## config.mk

```make
export PLATFORM = sky130hd
export DESIGN_NAME = rsag_refresh_addr_gen
export DESIGN_NICKNAME = d
export VERILOG_FILES = /design/src/rtl/rsag_pkg.sv /design/src/rtl/rsag_addr_if.sv /design/src/rtl/rsag_addr_fmt.sv /design/src/rtl/rsag_req_track.sv /design/src/rtl/rsag_refresh_addr_gen.sv
export SDC_FILE = /design/constraint.sdc
export NUM_CORES = 1
export LEC_CHECK = 0
export ABC_CLOCK_PERIOD_IN_PS = 8400
export BUFFER_PORTS_ARGS = -buffer_cell sky130_fd_sc_hd__buf_2
export CAP_MARGIN = 20
export CORE_ASPECT_RATIO = 2
export CORE_MARGIN = 8
export CORE_UTILIZATION = 65
export CTS_BUF_LIST = sky130_fd_sc_hd__clkbuf_8
export DETAILED_ROUTE_END_ITERATION = 12
export PLACE_DENSITY_LB_ADDON = 0.08
export SYNTH_ARGS = -nofsm -noshare
export SYNTH_HDL_FRONTEND = slang
export SYNTH_SLANG_ARGS = --single-unit
```

## constraint.sdc

```tcl
create_clock -name clk -period 8.4 [get_ports clk]
set_input_delay 2.52 -clock clk [delete_from_list [all_inputs] [get_ports clk]]
set_output_delay 2.52 -clock clk [all_outputs]
set_load 0.03 [all_outputs]
```

## src/rtl/rsag_pkg.sv

```systemverilog
package rsag_pkg;

  localparam int REG_AW = 2;
  localparam int REG_DW = 16;
  localparam int LBUS_W = 16;

  // Register offsets on the plain register port.
  localparam logic [REG_AW-1:0] ADDR_COUNTER_OFS = 2'h0;
  localparam logic [REG_AW-1:0] CTRL_OFS         = 2'h1;
  localparam logic [REG_AW-1:0] FRAME_START_OFS  = 2'h2;
  localparam logic [REG_AW-1:0] PAN_TAP_OFS      = 2'h3;

  // Reset values.
  localparam logic [REG_DW-1:0] ADDR_COUNTER_RST = 16'h0000;
  localparam logic [REG_DW-1:0] CTRL_RST         = 16'h0000;
  localparam logic [REG_DW-1:0] FRAME_START_RST  = 16'h0000;
  localparam logic [REG_DW-1:0] PAN_TAP_RST      = 16'h0000;

  // Field positions.
  localparam int CNT_LSB    = 2;
  localparam int CNT_W      = 14;
  localparam int STEP_LSB   = 2;
  localparam int STEP_W     = 8;
  localparam int ORIGIN_BIT = 10;
  localparam int NONINT_BIT = 11;
  localparam int TAP_W      = 14;

  // Status lines of the local bus during the two address phases.
  localparam logic [3:0] ROW_STATUS = 4'h8;
  localparam logic [1:0] COL_STATUS = 2'h0;

  typedef enum {
    RSAG_IDLE,
    RSAG_REQ,
    RSAG_ROW,
    RSAG_COL
  } rsag_state_type;

endpackage

```

## src/rtl/rsag_addr_if.sv

```systemverilog
`timescale 1ns/10ps
`default_nettype none

interface rsag_addr_if;
  import rsag_pkg::*;
  logic [CNT_W-1:0]  counter;
  logic              origin_select;
  logic [TAP_W-1:0]  pan_tap;
  logic [LBUS_W-1:0] row_word;
  logic [LBUS_W-1:0] col_word;

  modport fmt (
    input  counter,
    input  origin_select,
    input  pan_tap,
    output row_word,
    output col_word
  );

  modport ctl (
    output counter,
    output origin_select,
    output pan_tap,
    input  row_word,
    input  col_word
  );
endinterface

`default_nettype wire

```

## src/rtl/rsag_addr_fmt.sv

```systemverilog
`timescale 1ns/10ps
`default_nettype none

module rsag_addr_fmt (
  rsag_addr_if.fmt af
);
  import rsag_pkg::*;

  wire logic [CNT_W-1:0] shown;
  wire logic [5:0]       merged;

  // The counter is shown inverted when the origin is top left.
  assign shown = af.origin_select ? af.counter : ~af.counter;
  // Row word: counter bits 2-13 low, status lines above.
  assign af.row_word = {ROW_STATUS, shown[CNT_W-1:2]};
  // Column word: pan tap merged with the low counter bits.
  assign merged = af.pan_tap[11:6] | shown[5:0];
  assign af.col_word = {COL_STATUS, af.pan_tap[13:12],
                        merged, af.pan_tap[5:0]};

endmodule

`default_nettype wire

```

## src/rtl/rsag_req_track.sv

```systemverilog
`timescale 1ns/10ps
`default_nettype none

module rsag_req_track (
  input  wire logic clk,
  input  wire logic rst_n,
  input  wire logic hblank_start,
  input  wire logic vblank,
  input  wire logic first_line_next,
  input  wire logic done,
  output logic      pending
);
  logic pend_ff;
  wire logic raise;

  // No request in vertical blanking except before the first line.
  assign raise = hblank_start && (!vblank || first_line_next);

  always_ff @(posedge clk or negedge rst_n) begin
    if (!rst_n) begin
      pend_ff <= 1'b0;
    end else begin
      pend_ff <= raise | (pend_ff & ~done);
    end
  end

  assign pending = pend_ff;

endmodule

`default_nettype wire

```

## src/rtl/rsag_refresh_addr_gen.sv

```systemverilog
`timescale 1ns/10ps
`default_nettype none

module rsag_refresh_addr_gen (
  input  wire logic                        clk,
  input  wire logic                        rst_n,
  input  wire logic [rsag_pkg::REG_AW-1:0] reg_addr,
  input  wire logic [rsag_pkg::REG_DW-1:0] reg_wdata,
  input  wire logic                        reg_wr,
  input  wire logic                        reg_rd,
  output logic      [rsag_pkg::REG_DW-1:0] reg_rdata,
  input  wire logic                        hblank_start,
  input  wire logic                        frame_end,
  input  wire logic                        vblank,
  input  wire logic                        first_line_next,
  input  wire logic                        even_field,
  input  wire logic                        bus_grant,
  input  wire logic                        bus_hold,
  output logic                             srf_req,
  output logic                             row_phase,
  output logic                             col_phase,
  output logic      [rsag_pkg::LBUS_W-1:0] local_bus_out,
  output logic                             local_bus_oe
);
  import rsag_pkg::*;

  logic                 rst_meta_ff;
  logic                 rst_sync_ff;
  logic [REG_DW-1:0]    addr_cnt_ff;
  logic [REG_DW-1:0]    ctrl_ff;
  logic [REG_DW-1:0]    start_ff;
  logic [REG_DW-1:0]    tap_ff;
  logic [REG_DW-1:0]    rdata_ff;
  logic [LBUS_W-1:0]    bus_word_ff;
  logic                 bus_oe_ff;
  rsag_state_type       state_ff;
  rsag_state_type       nxt_state;
  logic [REG_DW-1:0]    nxt_addr_cnt;

  wire logic [CNT_W-1:0]  cnt;
  wire logic [STEP_W-1:0] step;
  wire logic [CNT_W-1:0]  step_ext;
  wire logic [CNT_W-1:0]  half_ext;
  wire logic [CNT_W-1:0]  reload_val;
  wire logic [CNT_W-1:0]  stepped_val;
  wire logic              origin_sel;
  wire logic              nonint_sel;
  wire logic              reload;
  wire logic              start_go;
  wire logic              done;
  wire logic              pending;
  wire logic              wr_cnt;
  wire logic              wr_ctrl;
  wire logic              wr_start;
  wire logic              wr_tap;
  wire logic [REG_DW-1:0] rd_mux;

  rsag_addr_if af ();

  // Reset release through two flip-flops.
  always_ff @(posedge clk or negedge rst_n) begin
    if (!rst_n) begin
      rst_meta_ff <= 1'b0;
      rst_sync_ff <= 1'b0;
    end else begin
      rst_meta_ff <= 1'b1;
      rst_sync_ff <= rst_meta_ff;
    end
  end

  // Field decode.
  assign cnt        = addr_cnt_ff[CNT_LSB +: CNT_W];
  assign step       = ctrl_ff[STEP_LSB +: STEP_W];
  assign origin_sel = ctrl_ff[ORIGIN_BIT];
  assign nonint_sel = ctrl_ff[NONINT_BIT];
  assign step_ext   = {{(CNT_W-STEP_W){1'b0}}, step};
  assign half_ext   = {{(CNT_W-STEP_W+1){1'b0}}, step[STEP_W-1:1]};

  // Frame reload, with the half step at an even interlaced field.
  assign reload = hblank_start && frame_end;
  assign reload_val = start_ff[CNT_LSB +: CNT_W] +
                      ((!nonint_sel && even_field) ?
                       half_ext : {CNT_W{1'b0}});
  // Line step after the column phase.
  assign stepped_val = cnt - step_ext;

  // Register write decode.
  assign wr_cnt   = reg_wr && (reg_addr == ADDR_COUNTER_OFS);
  assign wr_ctrl  = reg_wr && (reg_addr == CTRL_OFS);
  assign wr_start = reg_wr && (reg_addr == FRAME_START_OFS);
  assign wr_tap   = reg_wr && (reg_addr == PAN_TAP_OFS);

  assign rd_mux = (reg_addr == ADDR_COUNTER_OFS) ? addr_cnt_ff :
                  (reg_addr == CTRL_OFS)         ? ctrl_ff :
                  (reg_addr == FRAME_START_OFS)  ? start_ff :
                                                   tap_ff;

  // Sequencer handshakes.
  assign start_go = (state_ff == RSAG_REQ) && bus_grant
                    && !bus_hold;
  assign done     = (state_ff == RSAG_COL);

  rsag_req_track u_req (
    .clk             (clk),
    .rst_n           (rst_sync_ff),
    .hblank_start    (hblank_start),
    .vblank          (vblank),
    .first_line_next (first_line_next),
    .done            (done),
    .pending         (pending)
  );

  assign af.counter       = cnt;
  assign af.origin_select = origin_sel;
  assign af.pan_tap       = tap_ff[TAP_W-1:0];

  rsag_addr_fmt u_fmt (
    .af (af)
  );

  // Next state of the refresh cycle.
  always_comb begin
    nxt_state = state_ff;
    case (state_ff)
      RSAG_IDLE: begin
        if (pending) begin
          nxt_state = RSAG_REQ;
        end
      end
      RSAG_REQ: begin
        if (start_go) begin
          nxt_state = RSAG_ROW;
        end
      end
      RSAG_ROW: begin
        nxt_state = RSAG_COL;
      end
      RSAG_COL: begin
        nxt_state = RSAG_IDLE;
      end
      default: begin
        nxt_state = RSAG_IDLE;
      end
    endcase
  end

  // Counter update: reload first, then the step, then software.
  always_comb begin
    nxt_addr_cnt = addr_cnt_ff;
    if (reload) begin
      nxt_addr_cnt[CNT_LSB +: CNT_W] = reload_val;
    end else if (done) begin
      nxt_addr_cnt[CNT_LSB +: CNT_W] = stepped_val;
    end else if (wr_cnt && state_ff == RSAG_IDLE) begin
      nxt_addr_cnt = reg_wdata;
    end
  end

  always_ff @(posedge clk or negedge rst_sync_ff) begin
    if (!rst_sync_ff) begin
      state_ff    <= RSAG_IDLE;
      addr_cnt_ff <= ADDR_COUNTER_RST;
    end else begin
      state_ff    <= nxt_state;
      addr_cnt_ff <= nxt_addr_cnt;
    end
  end

  always_ff @(posedge clk or negedge rst_sync_ff) begin
    if (!rst_sync_ff) begin
      ctrl_ff  <= CTRL_RST;
      start_ff <= FRAME_START_RST;
      tap_ff   <= PAN_TAP_RST;
    end else begin
      ctrl_ff  <= wr_ctrl ? reg_wdata : ctrl_ff;
      start_ff <= wr_start ? reg_wdata : start_ff;
      tap_ff   <= wr_tap ? reg_wdata : tap_ff;
    end
  end

  always_ff @(posedge clk or negedge rst_sync_ff) begin
    if (!rst_sync_ff) begin
      rdata_ff <= 16'h0000;
    end else begin
      rdata_ff <= reg_rd ? rd_mux : 16'h0000;
    end
  end

  // Local bus address word: row, then column, then released.
  always_ff @(posedge clk or negedge rst_sync_ff) begin
    if (!rst_sync_ff) begin
      bus_word_ff <= 16'h0000;
      bus_oe_ff   <= 1'b0;
    end else if (start_go) begin
      bus_word_ff <= af.row_word;
      bus_oe_ff   <= 1'b1;
    end else if (state_ff == RSAG_ROW) begin
      bus_word_ff <= af.col_word;
      bus_oe_ff   <= 1'b1;
    end else begin
      bus_word_ff <= 16'h0000;
      bus_oe_ff   <= 1'b0;
    end
  end

  assign reg_rdata     = rdata_ff;
  assign srf_req       = (state_ff == RSAG_REQ);
  assign row_phase     = (state_ff == RSAG_ROW);
  assign col_phase     = (state_ff == RSAG_COL);
  assign local_bus_out = bus_word_ff;
  assign local_bus_oe  = bus_oe_ff;
endmodule

`default_nettype wire

```

Yosys cells after proc, flatten, opt, wreduce, memory -nomap -nowiden. Index checks and enable logic that the tools add are counted.

Bits in registers: 132. Input bits: 29.

$add $sub $neg: 2. Equality and inequality tests: 10. Multiplexer cells: 16. Bitwise gates (word level): 6. Reduce and logical (&&, ||, !) cells: 20.

Operators with widths (count): 2-to-1 mux 16 bit (6); case mux 32 bit (3 select lines) (1); == test 32 x 2 -> 1 bit (second input constant) (2); == test 32 x 3 -> 1 bit (second input constant) (2); logical NOT 32 bit (2); 2-to-1 mux 32 bit (2); 2-to-1 mux 14 bit (4); == test 32 x 1 -> 1 bit (second input constant) (1); adder 14 x 7 -> 14 bit (1); inverter 14 bit (1); subtractor 14 x 8 -> 14 bit (1); logical AND 1 bit (10); 2-to-1 mux 7 bit (1); bitwise OR 6 bit (1); == test 2 bit (second input constant) (2); logical NOT 1 bit (3); AND reduction 3 bit (1); nonzero test 3 bit (1); == test 2 x 1 -> 1 bit (second input constant) (1); logical NOT 2 bit (1); 2-to-1 mux 1 bit (2); != test 2 x 1 -> 1 bit (second input constant) (1); != test 2 bit (second input constant) (1); inverter 1 bit (2); 4 further kinds (4).

Depth between registers and ports, before layout.
Depth in word-level cells: 6. Depth in mapped cells: 9. Gate-level depth less buffers: 9.

Hierarchy. Synthesis repeated with hierarchy kept, for this count alone.

Cell total of the unflattened synthesis: 511. Area total of the unflattened synthesis: 5718.0 µm².

Modules (own cells, without submodules): rsag_refresh_addr_gen (instances 1, cells an instance 469, area each 5358.9 µm², sequential area each 2527.4 µm²); rsag_addr_fmt (instances 1, cells an instance 38, area each 315.3 µm², sequential area each 0.0 µm²); rsag_req_track (instances 1, cells an instance 4, area each 43.8 µm², sequential area each 25.0 µm²).

Worst setup path before layout. OpenSTA, ideal clock, no wires.

Path kind: input-to-reg. Start: input port even_field. End: register addr_cnt_ff[12]. Setup time: 0.066 ns. Arrival: 4.412 ns. Required time: 8.334 ns. Setup slack: 3.922 ns. Cell stages on the path: 9. Buffers on the path: 0. Path through: nor2b_1 -> and2_1 -> ha_1 -> fa_1 -> a211oi_1 -> o21ai_0 -> and4_1 -> o21ai_0 -> and3_1.

Word-level cells in the longest chain between the ends: 4.

RTL lines: from (decl) (line rsag_refresh_addr_gen.sv:16) `input wire logic even_field,`; logical AND 1 bit (line rsag_refresh_addr_gen.sv:82) `((!nonint_sel && even_field) ?`; 2-to-1 mux 7 bit (line rsag_refresh_addr_gen.sv:82); adder 14 x 7 -> 14 bit (line rsag_refresh_addr_gen.sv:81) `assign reload_val = start_ff[CNT_LSB +: CNT_W] +`; 2-to-1 mux 14 bit (line rsag_refresh_addr_gen.sv:150) `if (reload) begin`; to (signal assigned) (line rsag_refresh_addr_gen.sv:165) `addr_cnt_ff <= nxt_addr_cnt;`; to (decl) (line rsag_refresh_addr_gen.sv:29) `logic [REG_DW-1:0] addr_cnt_ff;`.

Every way passes these cells. A chain may end at the register's enable or synchronous reset.

Worst setup path in the final report. Ends and elaborated chain as after synthesis.

==> impl_metrics.toml <==
[power_and_ir_drop]
switching_share_pct = 42.74
p_total_w = 0.001869
pwr-share-clk_pct = 15.6
switchingPower_w = 0.0007987
ir_drop_v = 0.0001966
leakagePower_nw = 2.786
p_per_area_nw_per_um2 = 309.8
p_seq_share_pct = 40.6
p_int_w = 0.001070
comb_power_share_pct = 43.7

[logic_synthesis]
synth_top_area_share_pct = 46.06
synth-edff-count = 0
syn_avg_cell_area_um2 = 11.22
syn-num-nets = 539
synth.top_cells.by_count = "101 x dfrtp_1, 51 x mux2_2, 38 x nand2_1, 36 x o21ai_0, 23 x and2_1"
ys_ff_latch = 101
synthFlopType = "dfrtp_1"
syn-instance-count = 489
ys_warn_count = 0
synth_cell_types = 60
ys_seq_area_share_pct = 46.06
synthArstFlopShare_pct = 100.0
synth_top_cell_by_area = "dfrtp_1"
ys_top_cells_by_area = "dfrtp_1 46%, mux2_2 10%, mux4_2 6.2%, ha_1 4.3%, o21ai_0 3.3%"
synth_most_common_cell = "dfrtp_1"
netlist_area_um2 = 5488

[layout]
stdcell_count = 647
fin_nets = 595
layout-drive-gt1-share_pct = 28.60
diodes = 0
fin_util_pct = 73.27
area_growth_syn_to_layout_pct = 9.918

[placed_design]
gp_congestion = 0.9705
io_buffers = 63
dp_cells = 632
hpwl_um = 10830

[clock_network]
clock_path_buffers = 2
cts-hold-fix-buffers = 0
cts_resized = 0
postCtsSetupBuffers = 0
root_buffer = "clkbuf_8"
ctsHtreeMaxLevel = 3
insertion_delay_ns = 0.38
numCtsBuffers = 9
clk_pin_slew_ns = 0.10
cts_tree = "yes"
cts_sinks = 101

[timing]
maxSlewHeadroom_pct = 27.35
grt_setup_unrepaired = "no"
min_period_over_period_pct = 55.15
timing.fmax_ghz = 0.2158
hold_viol_final = 0
fin_setup_tns_ns = 0
worst_slew_pin_slew_ns = 1.086
fin_hold_ws_ns = 0.3548
period_needed_ns = 4.633
clock_skew_ns = 0.009669
slew_violations = 0
setup_viol = 0

[global_route]
antenna_found_initial = 0
grt_pass1_vias = 4497
grt_overflow = 0
track_usage_pct = 25.91
grt_pass1_wl_um = 23240
grt_max_degree = 54

[routing]
ant_nets = 0
wl_per_cell_um = 22.38
wirelength_um = 14480
drt_first_iter_violations = 422
drc_errors = 0
vias_per_cell = 6.481
dr.pass1.iters = 4
route.vias.total = 4193

[worst_setup_path]
r2r_cells = 9
startpoint_type = "input pin"
cp-end-kind = "flop"
crit_fanout = 7
critPathKind = "in2reg"
cp.required_ns = 8.72
cp_data_arrival_time_ns = 4.96

[die]
dieArea_um2 = 11820
coreArea_um2 = 8233
start_util_pct = 66.66
rows = 47
die_h_um = 145.9
ioPinCount = 65
die_x_um = 80.97

[hold_path]
hold_class = "reg2async"

[outcome]
outcome = "finished, final reports clean"

[run]
cap_viol_max_count = 0
-- power by group through the flow --
stage,sequential (W),combinational (W),clock (W)
floorplan,0.000798,0.000536,0
global placement,0.000760,0.000787,0
detailed placement,0.000767,0.000814,0
CTS,0.000757,0.000815,0.000300
global route,0.000777,0.000892,0.000316
finish,0.000760,0.000817,0.000292
-- cell families after synthesis --
logic type      share of synthesized area [%]
mux                                     17.83
other cells                            0.1368
buf+inv                                 3.306
fa+ha+maj                               5.062
compound gates                          11.06
flops                                   46.06
xor+xnor                                3.192
simple gates                            13.36
-- registers in the layout, summed over array words and instances (netlist names) --
register / cells
tap_ff: 16
ctrl_ff: 16
rst_sync_ff: 1
reg_rdata: 16
local_bus_oe: 1
start_ff: 16
state_ff: 2
rst_meta_ff: 1
addr_cnt_ff: 16
local_bus_out: 15
u_req.pending: 1
-- path summary, 6_finish.rpt --
kind                              endpoint  slack [ns]         from
setup / recovery           addr_cnt_ff[12]        3.77   even_field
hold / removal                  ctrl_ff[5]        0.35  rst_sync_ff
min in group clk               rst_sync_ff        0.37  rst_meta_ff
setup reg to reg           addr_cnt_ff[12]        5.66  ctrl_ff[11]
hold reg to reg                 ctrl_ff[5]        0.35  rst_sync_ff
max in group asynchronous      rst_sync_ff        6.39        rst_n
-- metrics by stage --
| step | instance area [µm²] | setup WS, ns |
|---|---|---|
| floorplan | 5488 | 3.922 |
| global placement | 5847 | 3.506 |
| detailed placement | 5852 | 3.418 |
| CTS | 6032 | 3.817 |
| global route | 6032 | 3.599 |
| finish | 6032 | 3.767 |
-- layout by cell type (no fill, tap or decap), drive strengths merged, types with 3 or more instances in the layout --
cell type    n
nor3        12
nand3b       4
nor2        14
xor2        12
nor4         3
ha          19
xnor2        8
nand3       12
clkbuf       9
nand4        3
a211oi       6
mux4        16
a21oi       18
o21a         3
or3          7
dfrtp      101
clkinv       4
o21bai       4
nand2       38
and3         7
and2        24
o31ai        4
inv         19
o21ai       36
and4         3
mux2        51
mux2i        4
a31oi        3
a21o         3
o211ai       3
buf         68
-- worst max-delay path, stage by stage --
cell      delay [ns]
buf_2           0.10
nor2b_1         0.21
and2_1          0.20
ha_1            0.22
fa_1            0.44
a211oi_1        0.43
o21ai_0         0.28
and4_1          0.25
o21ai_0         0.13
and3_1          0.17
-- per-layer routing --
metal / share of wire, % / vias to the layer above / global-route usage, % / routed length, µm
met5: 0 / - / 0 / 0
met2: 52 / 160 / 43.44 / 7593
met1: 36 / 2093 / 28.52 / 5164
met3: 7.3 / 46 / 5.507 / 1051
li1: - / 1894 / - / -
met4: 4.6 / 0 / 15.50 / 673
-- cell type report --
type | count | area [µm²]
clock buffer | 9 | 123.9
clock inverter | 6 | 56.30
fill | 599 | 2201
inverter | 18 | 67.56
multi-input combinational | 347 | 2780
sequential | 101 | 2531
tap | 98 | 122.6
timing repair buffer | 68 | 350.3
(Power assumes the default switching activity.)
